File: config.mk
export PLATFORM = sky130hd
export DESIGN_NAME = dsg_gate
export DESIGN_NICKNAME = d
export VERILOG_FILES = /design/src/dsg_pkg.sv /design/src/dsg_gate.sv
export SDC_FILE = /design/constraint.sdc
export NUM_CORES = 1
export LEC_CHECK = 0
export BUFFER_PORTS_ARGS = -buffer_cell sky130_fd_sc_hd__buf_2
export CAP_MARGIN = 20
export CORE_AREA = 2 2 68 63
export DETAILED_ROUTE_END_ITERATION = 8
export DIE_AREA = 0 0 70 65
export MAX_ROUTING_LAYER = met4
export PLACE_DENSITY_LB_ADDON = 0.08
export SETUP_SLACK_MARGIN = 0.2
export SYNTH_ARGS = -nofsm -noshare
export SYNTH_HDL_FRONTEND = slang
export SYNTH_SLANG_ARGS = --single-unit
File: constraint.sdc
create_clock -name mclk_i -period 1.5 [get_ports mclk_i]
set_input_delay 0.15 -clock mclk_i [delete_from_list [all_inputs] [get_ports mclk_i]]
set_output_delay 0.15 -clock mclk_i [all_outputs]
set_load 0.1 [all_outputs]
File: src/dsg_pkg.sv
// Constants and carrier types for the debug security ID gate.
// Assumes one clock domain; flash ID bytes arrive as a flat vector.
package dsg_pkg;
    // ******************************************
    // ID area layout
    // ******************************************
    localparam int ID_BYTES = 10;
    localparam int BYTE_W = 8;
    localparam logic [23:0] ID_FIRST_ADDR = 24'h00_0070;
    localparam logic [23:0] ID_LAST_ADDR = 24'h00_0079;
    localparam int ENABLE_BYTE = 9;
    localparam int ENABLE_BIT = 7;
    localparam logic [3:0] LAST_INDEX = 4'h9;

    // ******************************************
    // Carrier types
    // ******************************************
    typedef struct packed {
        logic di;            // Interrupts disabled
        logic chan_irq_mask; // Debug channel interrupt masked
        logic standby_noirq; // Standby without maskable release
        logic standby;       // In standby now
        logic use_async;     // Async channel selected, else clocked
        logic main_clk_run;  // Main clock running
        logic async_clk_ok;  // Async clock equals configured clock
    } dsg_cpu_t;

    typedef struct packed {
        logic valid;         // Byte strobe
        logic [7:0] data;    // ID byte, ascending address order
    } dsg_byte_t;

    // States of the comparison
    typedef enum logic [3:0] {
        ST_LOCKED = 4'b0001,
        ST_RECV = 4'b0010,
        ST_OPEN = 4'b0100,
        ST_FAIL = 4'b1000
    } dsg_state_t;
endpackage : dsg_pkg

File: src/dsg_gate.sv
// Debug security ID gate: compares supplied ID, grants debug functions.
// Holds the byte-serial ID compare, the lock state and the function grants.
// Assumes stored ID bytes are stable flash contents; CPU status bits are same-clock.
// Assumes the debug channel delivers one checked byte per strobe.
`timescale 1ns/1ps
`default_nettype none
module dsg_gate
    import dsg_pkg::*;
(
    // Clock and reset
    input wire logic mclk_i,
    input wire logic reset_n_i,
    // Stored ID area, byte 0 at lowest address
    input wire logic [ID_BYTES*8-1:0] stored_id_i,
    // Supplied ID stream from the debug channel
    input wire logic start_i,
    input wire dsg_byte_t id_byte_i,
    // CPU status
    input wire dsg_cpu_t cpu_i,
    // Debug requests
    input wire logic break_req_i,
    input wire logic mon_req_i,
    input wire logic modify_wr_req_i,
    input wire logic modify_protected_i,
    // Grants and status
    output logic unlocked_o,
    output logic fail_o,
    output logic break_ok_o,
    output logic mon_ok_o,
    output logic modify_wr_ok_o,
    output logic standby_release_o
);
    // ******************************************
    // Reset synchroniser
    // ******************************************
    logic rst_meta;
    logic rst_n;
    always_ff @(posedge mclk_i or negedge reset_n_i) begin
        if (!reset_n_i) begin
            rst_meta <= 1'b0;
            rst_n <= 1'b0;
        end else begin
            rst_meta <= 1'b1;
            rst_n <= rst_meta;
        end
    end

    // ******************************************
    // Layout checks
    // ******************************************
    // Index counter and enable byte must fit the ID area
    if (ID_BYTES > 16 || int'(LAST_INDEX) != ID_BYTES - 1
        || ENABLE_BYTE != ID_BYTES - 1) begin : g_bad_layout
        $error("ID area layout does not fit the index counter");
    end

    // ******************************************
    // ID comparison
    // ******************************************
    // Compare state, byte index and running match
    dsg_state_t state;
    logic [3:0] idx;
    logic match_all;
    logic [7:0] stored_byte;
    logic enable_flag;

    // Byte under compare and the enable flag of the stored ID
    assign stored_byte = stored_id_i[idx*BYTE_W +: BYTE_W];
    assign enable_flag = stored_id_i[ENABLE_BYTE*BYTE_W + ENABLE_BIT];

    // Byte-serial compare, ascending address order
    always_ff @(posedge mclk_i or negedge rst_n) begin
        if (!rst_n) begin
            state <= ST_LOCKED;
            idx <= 4'h0;
            match_all <= 1'b0;
        end else begin
            unique case (state)
                ST_LOCKED, ST_OPEN, ST_FAIL: begin
                    if (start_i) begin
                        state <= ST_RECV;
                        idx <= 4'h0;
                        match_all <= 1'b1;
                    end
                end
                ST_RECV: begin
                    if (id_byte_i.valid) begin
                        idx <= idx + 4'h1;
                        if (idx == LAST_INDEX) begin
                            // Open only on full match and flag set
                            if (match_all && (id_byte_i.data == stored_byte) && enable_flag)
                                state <= ST_OPEN;
                            else
                                state <= ST_FAIL;
                        end else if (id_byte_i.data != stored_byte) begin
                            match_all <= 1'b0;
                        end
                    end
                end
                default: state <= ST_LOCKED;
            endcase
        end
    end

    // ******************************************
    // Function gating
    // ******************************************
    logic break_block;
    logic mon_block;
    // Forced-break blocking conditions
    assign break_block = cpu_i.di | cpu_i.chan_irq_mask | cpu_i.standby_noirq
        | (cpu_i.use_async & ~cpu_i.main_clk_run);
    // Monitor and modify add the wrong async clock case
    assign mon_block = break_block | (cpu_i.use_async & ~cpu_i.async_clk_ok);

    // Gate open: full match with the enable flag set
    logic open;
    assign open = (state == ST_OPEN);

    // Lock status follows the compare state
    always_ff @(posedge mclk_i or negedge rst_n) begin
        if (!rst_n) begin
            unlocked_o <= 1'b0;
            fail_o <= 1'b0;
        end else begin
            unlocked_o <= open;
            fail_o <= (state == ST_FAIL);
        end
    end

    // Break, monitor and modify grants, one cycle per request cycle
    always_ff @(posedge mclk_i or negedge rst_n) begin
        if (!rst_n) begin
            break_ok_o <= 1'b0;
            mon_ok_o <= 1'b0;
            modify_wr_ok_o <= 1'b0;
        end else begin
            break_ok_o <= open & break_req_i & ~break_block;
            mon_ok_o <= open & mon_req_i & ~mon_block;
            modify_wr_ok_o <= open & modify_wr_req_i & ~mon_block
                & ~modify_protected_i;
        end
    end

    // Standby exit by a monitor or modify access
    always_ff @(posedge mclk_i or negedge rst_n) begin
        if (!rst_n) begin
            standby_release_o <= 1'b0;
        end else begin
            standby_release_o <= open & cpu_i.standby & (mon_req_i | modify_wr_req_i)
                & ~mon_block & (~cpu_i.use_async | cpu_i.main_clk_run);
        end
    end

    // ******************************************
    // Assertions
    // ******************************************
    // No unlock, break or monitor grant unless the gate was open one cycle earlier
    a_locked_grants: assert property (@(posedge mclk_i) disable iff (!rst_n)
        !$past(open) |-> !unlocked_o && !break_ok_o && !mon_ok_o)
        else $error("grant without unlock");
    // Clear enable flag ends the entry in failure
    a_flag_refuses: assert property (@(posedge mclk_i) disable iff (!rst_n)
        (state == ST_RECV && id_byte_i.valid && idx == LAST_INDEX && !enable_flag)
        |=> state == ST_FAIL)
        else $error("open with enable flag clear");
    // Any earlier byte mismatch ends the entry in failure
    a_open_needs_match: assert property (@(posedge mclk_i) disable iff (!rst_n)
        (state == ST_RECV && id_byte_i.valid && idx == LAST_INDEX && !match_all)
        |=> state == ST_FAIL)
        else $error("open after mismatch");
    // Blocking conditions hold the break grant low
    a_break_blocked: assert property (@(posedge mclk_i) disable iff (!rst_n)
        break_block |=> !break_ok_o)
        else $error("break honoured while blocked");
    // Wrong async clock stops monitor and modify
    a_mon_blocked: assert property (@(posedge mclk_i) disable iff (!rst_n)
        (cpu_i.use_async && !cpu_i.async_clk_ok) |=> !mon_ok_o && !modify_wr_ok_o)
        else $error("monitor with wrong clock");
    // Protected-sequence targets never see a modify write
    a_protected_write: assert property (@(posedge mclk_i) disable iff (!rst_n)
        modify_protected_i |=> !modify_wr_ok_o)
        else $error("protected register written");
    // Unblocked monitor access in standby releases it
    a_standby_release: assert property (@(posedge mclk_i) disable iff (!rst_n)
        (open && cpu_i.standby && mon_req_i && !mon_block) |=> standby_release_o)
        else $error("standby not released");
    // Async channel with stopped clock never releases standby
    a_release_clock: assert property (@(posedge mclk_i) disable iff (!rst_n)
        (cpu_i.use_async && !cpu_i.main_clk_run) |=> !standby_release_o)
        else $error("standby released with clock stopped");
    // Open gate shows unlocked one edge later
    a_unlock_follows: assert property (@(posedge mclk_i) disable iff (!rst_n)
        open |=> unlocked_o)
        else $error("unlock missing");
    // Unlock only after a last byte seen with the flag set
    a_flag_at_unlock: assert property (@(posedge mclk_i) disable iff (!rst_n)
        $rose(unlocked_o) |-> $past(enable_flag, 2))
        else $error("unlock with enable flag clear");
    // Failed entry shows fail and keeps the lock
    a_fail_follows: assert property (@(posedge mclk_i) disable iff (!rst_n)
        state == ST_FAIL |=> fail_o && !unlocked_o)
        else $error("fail status missing");
    // A new entry drops the unlock two edges after start
    a_restart_relocks: assert property (@(posedge mclk_i) disable iff (!rst_n)
        (state != ST_RECV && start_i) |=> state == ST_RECV ##1 !unlocked_o)
        else $error("gate stays open after restart");
    // Grants answer only a request of the cycle before
    a_break_needs_req: assert property (@(posedge mclk_i) disable iff (!rst_n)
        !break_req_i |=> !break_ok_o)
        else $error("break granted without request");
    a_mon_needs_req: assert property (@(posedge mclk_i) disable iff (!rst_n)
        !mon_req_i |=> !mon_ok_o)
        else $error("monitor granted without request");
    a_modify_needs_req: assert property (@(posedge mclk_i) disable iff (!rst_n)
        !modify_wr_req_i |=> !modify_wr_ok_o)
        else $error("modify granted without request");

    // Main scenarios: unlock, failed entry, break, standby exit, re-entry
    c_unlock: cover property (@(posedge mclk_i) disable iff (!rst_n) $rose(unlocked_o));
    c_fail: cover property (@(posedge mclk_i) disable iff (!rst_n) $rose(fail_o));
    c_break: cover property (@(posedge mclk_i) disable iff (!rst_n) break_ok_o);
    c_release: cover property (@(posedge mclk_i) disable iff (!rst_n) standby_release_o);
    c_restart: cover property (@(posedge mclk_i) disable iff (!rst_n) open && start_i);
endmodule : dsg_gate
`default_nettype wire

# After elaboration in Yosys (flattened, before gate mapping)
# Index checks and enable logic that the tools add are counted.
# op_classes
n_addsub	1
shift	1
n_reduce_logical	7
muxes	13
bitwise_logic	25
eq_ne	12
# ops
operator	n
$shiftx 80x8->8	1
$mux 4	6
$pmux 4 s2	2
$and 1x1->1	13
$ne 2x2->1 const B	5
$eq 4x4->1 const B	2
$eq 8x8->1	1
$ne 8x8->1	1
$not 1->1	6
$or 1x1->1	6
$reduce_and 3->1	2
$reduce_and 5->1	1
$add 4x1->4 const B	1
$eq 4x1->1 const B	1
$eq 4x2->1 const B	1
$eq 4x3->1 const B	1
$mux 1	4
$reduce_or 3->1	1
$logic_and 1x1->1	2
$pmux 1 s2	1
$reduce_bool 2->1	1
# totals
in_bits	103
output_inout_bits	6
word_cells	70
regBits	17

# Longest topological paths before layout
# Gate-level depths: netlist of the first run.
# logic_depth
depth_word	8
ltp_mapped	11
ltp_nobuf	9

# Worst setup path after synthesis of the first run
# OpenSTA, ideal clock, no wires.
# synth_timing
path_type	reg2reg
startpoint	reg idx[0]
endpoint	reg state[3]
path_stages_with_launch	11
arrival_ps	2276
required_time_ps	1369
synth_period_minus_slack_ps	2407
setup_ps	131
path_buffers	3
slack_ps	-907
cell_sequence	dfrtp_1 buf_6 buf_12 buf_8 mux2i_1 nor3_1 nor4_1 nand4_1 or4_4 nor3_2 o22ai_1
# synth_via
elab_chain_len	8
word_cells_on_any_way	11
cone_classes	3 x eq/ne; 1 x shift; 4 x mux; 3 x reduce/logical
# synth_rtl
item	line_no	rtl
from (decl)	dsg_gate.sv:62	logic [3:0] idx;
from (signal assigned)	dsg_gate.sv:88	idx <= idx + 4'h1;
$shiftx 80x8->8	dsg_gate.sv:68	assign stored_byte = stored_id_i[idx*BYTE_W +: BYTE_W];
$eq 8x8->1	dsg_gate.sv:91	if (match_all && (id_byte_i.data == stored_byte) && enable_flag)
$logic_and 1x1->1 (2 in a row)	dsg_gate.sv:91	
$mux 4	dsg_gate.sv:91	
$mux 4	dsg_gate.sv:89	if (idx == LAST_INDEX) begin
$mux 4	dsg_gate.sv:87	if (id_byte_i.valid) begin
$pmux 4 s2	dsg_gate.sv:78	unique case (state)
to (signal assigned)	dsg_gate.sv:81	state <= ST_RECV;
to (signal assigned)	dsg_gate.sv:92	state <= ST_OPEN;
to (signal assigned)	dsg_gate.sv:94	state <= ST_FAIL;
to (decl)	dsg_gate.sv:61	dsg_state_t state;
# Several ways; a longest one is shown, not always the timed one. The select of a mux whose other input is x is not followed.
# A chain may end at the register's enable or synchronous reset.

# Worst setup path after layout of the first run
# layout_timing
startpoint	reg idx[1]
endpoint	reg state[3]
# The elaborated chain is that of the path after synthesis.

==> impl_metrics.yaml, run 1 <==
cts:
  cts_buffer_depth: 2
  cts_sinks: 17
  htreeDepth: 1
  path_clk_slew_ns: 0.06
  cts_tree: "built"
  clk_latency_ns: 0.26
  numCtsBuffers: 3
  cts_root_buffer: "clkbuf_8"
sta:
  fin_crit_sh: 1.590
  report.final.slew_viol_count: 0
  skew_ns: 0.003363
  setup_violations: 4
  worst_slew_pin_slew_ns: 0.6273
  final_hold_viol_count: 0
  relSlewSlack: 0.5818
  fin_ws_ns: -0.8854
  fmaxAchievable_mhz: 419.2
  rsz0062_at_grt: "true"
  finalCriticalPeriod_ns: 2.385
critical_path:
  r2r_start: "idx[1]$_DFFE_PN0P_"
  crit_fanout: 5
  crit_path_end_kind: "register"
  r2r_slack_ns: -0.89
  crit_type: "register to register"
  crit_arrival_ns: 2.52
  reg2reg_depth: 9
  startpoint: "idx[1]$_DFFE_PN0P_"
  critPathRequiredTime_ns: 1.63
  startpoint_type: "register"
  reg2reg_to: "state[3]$_DFFE_PN0P_"
run_status:
  outcome: "finished with violations"
  violations: "setup timing"
global_routing:
  grt_antenna_before_repair: 0
  grt_pass1_wl_um: 7790
  grt_pass1_vias: 1809
  grt_max_degree: 17
  grt_usage: 0.2215
  overflow: 0
route:
  drc: 0
  wirelength_um: 5206
  ant_nets: 0
  via_per_inst: 5.330
  firstDrtPassIters: 4
  vias: 1908
  drt-initial-drc-count: 59
  wire_per_inst_um: 14.54
placement:
  place_area_um2: 2449
  io_buffer_count: 108
  place_congestion: 0.7964
  dp_hpwl_um: 3989
  place_inst: 344
pwr:
  ir_drop_mv: 0.7560
  power.clock.fraction: 0.108
  power_leakage_uw: 0.001283
  intPower_uw: 2016
  comb_power_share: 0.685
  power_uw: 3210
  p_sw_uw: 1195
  power.share.sequential: 0.207
  power_density_nw_per_um2: 1179
  switching_share: 0.3721
min_path:
  hp-start: "modify_protected_i"
  min_path_cells: 2
  hp-class: "input pin to register"
  hold_end: "modify_wr_ok_o$_DFF_PN0_"
cells_and_area:
  final-instance-count-excl-fill: 358
  mostFrequentLayoutCell: "buf_2"
  antenna_cells: 0
  area_growth_pct: 56.43
  mostFrequentLayoutCells: "buf_2 (109), buf_4 (25), dfrtp_1 (15)"
  final_cell_area_um2: 2723
  fillerInstances: 341
  num-nets-final: 416
  drive_above_1_share: 0.6065
  final_util: 0.6965
synthesis:
  ys_types: 55
  synthesis.instances: 173
  ys.flop_type: "dfrtp_1"
  synth-edff-count: 0
  syn_area_um2: 1740
  ys_seq_area_frac: 0.2451
  avgSynthCellArea_um2: 10.06
  async_flop_share: 1.000
  synth_nets: 278
  yosys_warnings: 0
  ys_ff_latch: 17
floorplan:
  die_y_um: 65
  ioPinCount: 109
  core-area_um2: 3909
  die_w_um: 70
  fp-row-count: 22
  start_util: 0.4453
  die-area_um2: 4550
job:
  drv_cap: 0
## worst max path at each step
stage / to / slack [ns] / depth (start not counted)
floorplan: state[2]$_DFFE_PN0P_ / -0.77 / 9
finish: state[3]$_DFFE_PN0P_ / -0.89 / 9
detailed placement: state[2]$_DFFE_PN0P_ / -0.87 / 8
global route: state[3]$_DFFE_PN0P_ / -0.97 / 9
CTS: state[2]$_DFFE_PN0P_ / -0.83 / 8
global placement: state[2]$_DFFE_PN0P_ / -0.84 / 8
## registers in the layout (all words and copies together) (netlist names)
name	flops
mon_ok_o	1
fail_o	1
modify_wr_ok_o	1
break_ok_o	1
match_all	1
idx	4
unlocked_o	1
rst_n	1
state	4
rst_meta	1
standby_release_o	1
## what timing repair did
| item | in CTS | in global routing |
|---|---|---|
| hold endpoints to repair | 2 | 0 |
| pin swaps | 5 | 16 |
| hold buffers | 1 | 0 |
| gates cloned | 0 | 1 |
| endpoints found under the setup margin | 9 | 11 |
| gates resized for setup | 11 | 30 |
| buffers inserted | 2 | 6 |
## per-stage QoR
step	hold WS [ns]	setup TNS (ns)	setup WS, ns
CTS	0.04398	-2.471	-0.8330
detailed placement	-0.06204	-2.547	-0.8717
global placement	-0.06328	-2.475	-0.8437
global route	0.04097	-3.156	-0.9679
finish	0.04839	-2.693	-0.8854
floorplan	-0.1456	-2.292	-0.7692
## power groups by stage
stage          registers, uW  clock network [uW]  logic (uW)
2_1_floorplan            638                   0        1330
3_3_place_gp             656                   0        1730
3_5_place_dp             657                   0        1750
4_1_cts                  649                 357        1870
5_1_grt                  686                 378        2370
6_report                 665                 346        2200
## routing by layer
layer,up-vias,GRT usage,share of wire
li1,947,-,-
met1,901,0.2527,0.40
met2,50,0.3917,0.54
met3,10,0.02799,0.044
met4,0,0.1010,0.020
met5,-,-,0
## area by class of cell
cell class / instances / area, um2 / area share
multi-input cells: 137 / 1281 / 0.4706
repair buffers: 146 / 884.6 / 0.3249
flip-flops and latches: 17 / 427.9 / 0.1572
well taps: 48 / 60.06 / 0.02206
clock buffers: 3 / 41.29 / 0.01517
inverters: 6 / 22.52 / 0.008272
clock inverters: 1 / 5.005 / 0.001838
## worst max-delay path: stages (launching register included)
cell     delay, ns
dfrtp_1       0.39
or3b_4        0.41
buf_6         0.14
buf_4         0.13
o21a_1        0.17
nand2_1       0.09
nand4_1       0.11
or4_4         0.53
nor3_4        0.20
o22ai_1       0.10
## Yosys cell counts, drive strengths merged, types with 2 or more instances
cell type | count | share of area
a21oi | 2 | 0.0058
a221oi | 2 | 0.014
and2 | 3 | 0.011
buf | 7 | 0.042
clkbuf | 6 | 0.014
dfrtp | 16 | 0.23
ha | 2 | 0.014
inv | 6 | 0.013
mux2i | 18 | 0.10
mux4 | 13 | 0.19
nand2 | 7 | 0.015
nand3 | 2 | 0.0058
nand4 | 3 | 0.011
nor2 | 16 | 0.035
nor2b | 6 | 0.022
nor3 | 10 | 0.032
nor4 | 3 | 0.011
o211ai | 3 | 0.013
o21ai | 13 | 0.037
o221ai | 3 | 0.015
o31ai | 3 | 0.013
or3b | 2 | 0.010
or4 | 2 | 0.011
xor2 | 3 | 0.015
## cell families (layout without fill, tap and decap cells)
kind of cell,after synthesis,after routing,share of synthesized area
compound gates,39,39,0.1661
xor+xnor,3,3,0.01510
fa+ha+maj,2,2,0.01438
buf+inv,19,156,0.06829
flops,17,17,0.2451
mux,31,31,0.2976
other cells,1,1,0.002155
simple gates,61,61,0.1913
Power figures use the tool's default switching activity.
==> run 2: changes to the inputs <==
==> constraint.sdc (replaced) <==
create_clock -name mclk_i -period 1.5 [get_ports mclk_i]
set_input_delay 0.45 -clock mclk_i [delete_from_list [all_inputs] [get_ports mclk_i]]
set_output_delay 0.45 -clock mclk_i [all_outputs]
set_load 0.1 [all_outputs]
==> run 2 against run 1 <==
The run still ends with setup timing left. Clock-buffer cell count stayed put. Register-to-register slack better by 0.07 ns. Sequential share of layout area is 0.23 points lower. Largest power group unchanged. Largest cell class unchanged.
==> impl_metrics.yaml, run 2 (same netlist as run 1, synthesis figures left out) <==
run_status:
  outcome: "finished with violations"
  violations: "setup timing"
floorplan:
  fp-row-count: 22
  die-area_um2: 4550
  core-area_um2: 3909
  start_util: 0.4453
  die_y_um: 65
  ioPinCount: 109
  die_w_um: 70
global_routing:
  use_met3: 0.04821
  grt_use_met1: 0.3206
  grt_max_degree: 17
  grt_antenna_before_repair: 0
  grt_pass1_vias: 1794
  use_met2: 0.3429
  grt_usage: 0.2225
  overflow: 0
  grt_pass1_wl_um: 8073
  grt-busiest-layer: "met2"
pwr:
  ir_drop_mv: 0.8828
  power_density_nw_per_um2: 1160
  power_leakage_uw: 0.001291
route:
  wirelength_um: 4978
  wire_per_inst_um: 13.87
  via_per_inst: 5.437
  vias: 1952
  firstDrtPassIters: 4
  ant_nets: 0
  drc: 0
  drt-initial-drc-count: 128
cts:
  htreeDepth: 1
  path_clk_slew_ns: 0.07
  cts_buffer_depth: 2
  cts_tree: "built"
  numCtsBuffers: 3
  clk_latency_ns: 0.25
  cts_root_buffer: "clkbuf_8"
  cts_sinks: 17
sta:
  finalCriticalPeriod_ns: 2.320
  rsz0062_at_grt: "true"
  fin_ws_ns: -0.8198
  final_hold_viol_count: 0
  holdWs_ns: 0.2502
  worst_slew_pin_slew_ns: 0.6043
  setup_violations: 4
  report.final.slew_viol_count: 0
  relSlewSlack: 0.5971
  fmaxAchievable_mhz: 431.1
  fin_crit_sh: 1.547
  skew_ns: 0.001675
job:
  drv_cap: 0
placement:
  place_inst: 342
  place_congestion: 0.8156
  io_buffer_count: 108
  dp_slack_ns: -0.8687
  dp_hpwl_um: 3962
critical_path:
  startpoint_type: "register"
  crit_path_end_kind: "register"
  crit_arrival_ns: 2.51
  crit_fanout: 8
  crit_type: "register to register"
  r2r_slack_ns: -0.82
  critPathRequiredTime_ns: 1.69
cells_and_area:
  mostFrequentLayoutCells: "buf_2 (102), buf_4 (27), mux2i_1 (16)"
  drive_above_1_share: 0.6302
  mostFrequentLayoutCell: "buf_2"
  antenna_cells: 0
  top_regs: "idx: 4 flops, state: 4 flops"
  final-instance-count-excl-fill: 359
  num-nets-final: 417
  area_growth_pct: 61.97
min_path:
  hp-class: "register to async pin"
==> run 2: path summary, 6_finish.rpt <==
kind,startpoint,to,depth (start not counted)
worst min register to register,rst_n$_DFF_PN0_,break_ok_o$_DFF_PN0_,0
min in group mclk_i,rst_meta$_DFF_PN0_,rst_n$_DFF_PN0_,0
worst min-delay path,rst_n$_DFF_PN0_,break_ok_o$_DFF_PN0_,0
worst max-delay path,idx[0]$_DFFE_PN0P_,state[2]$_DFFE_PN0P_,7
max in group asynchronous,rst_n$_DFF_PN0_,state[1]$_DFFE_PN0P_,0
worst max register to register,idx[0]$_DFFE_PN0P_,state[2]$_DFFE_PN0P_,7
==> run 2: where the power goes <==
| group | internal (uW) | leakage [uW] | switching, uW |
|---|---|---|---|
| clock network | 184 | 0.0000255 | 158 |
| registers | 552 | 0.000210 | 122 |
| logic | 1320 | 0.00106 | 937 |
==> run 2: worst max-delay path: stages (launching register included) <==
cell and delay, ns:
dfrtp_2 0.42, buf_12 0.14, mux4_1 0.55, nor2b_1 0.22
o31ai_1 0.12, a2111o_1 0.46, nor3_4 0.19, a31o_1 0.15
==> run 2: timing repair <==
item	CTS	global route
setup endpoints to repair	9	15
resized for setup	27	15
endpoints found under the hold margin	2	0
pin swaps	8	13
hold buffers	1	0
setup buffers	6	6
==> run 2: area by class of cell <==
type | count | area [um2]
multi-input combinational | 137 | 1270
fill | 314 | 1090
timing repair buffer | 147 | 983.4
sequential | 17 | 436.7
tap | 48 | 60.06
clock buffer | 3 | 41.29
inverter | 6 | 22.52
clock inverter | 1 | 5.005
==> run 2: per-stage QoR <==
stage	TNS, ns	area, um2	utilization	power (uW)
2_1_floorplan	-2.292	1758	-	1966
3_3_place_gp	-2.433	2545	0.6511	2447
3_5_place_dp	-2.548	2545	0.6511	2471
4_1_cts	-2.418	2710	0.6933	3094
5_1_grt	-2.919	2819	0.7212	3489
6_report	-2.447	2819	0.7212	3270
==> run 2: layer usage <==
layer	wire length [um]	part of all wire
met2	2348	0.47
met4	0	0
met3	336	0.067
met5	0	0
met1	2293	0.46
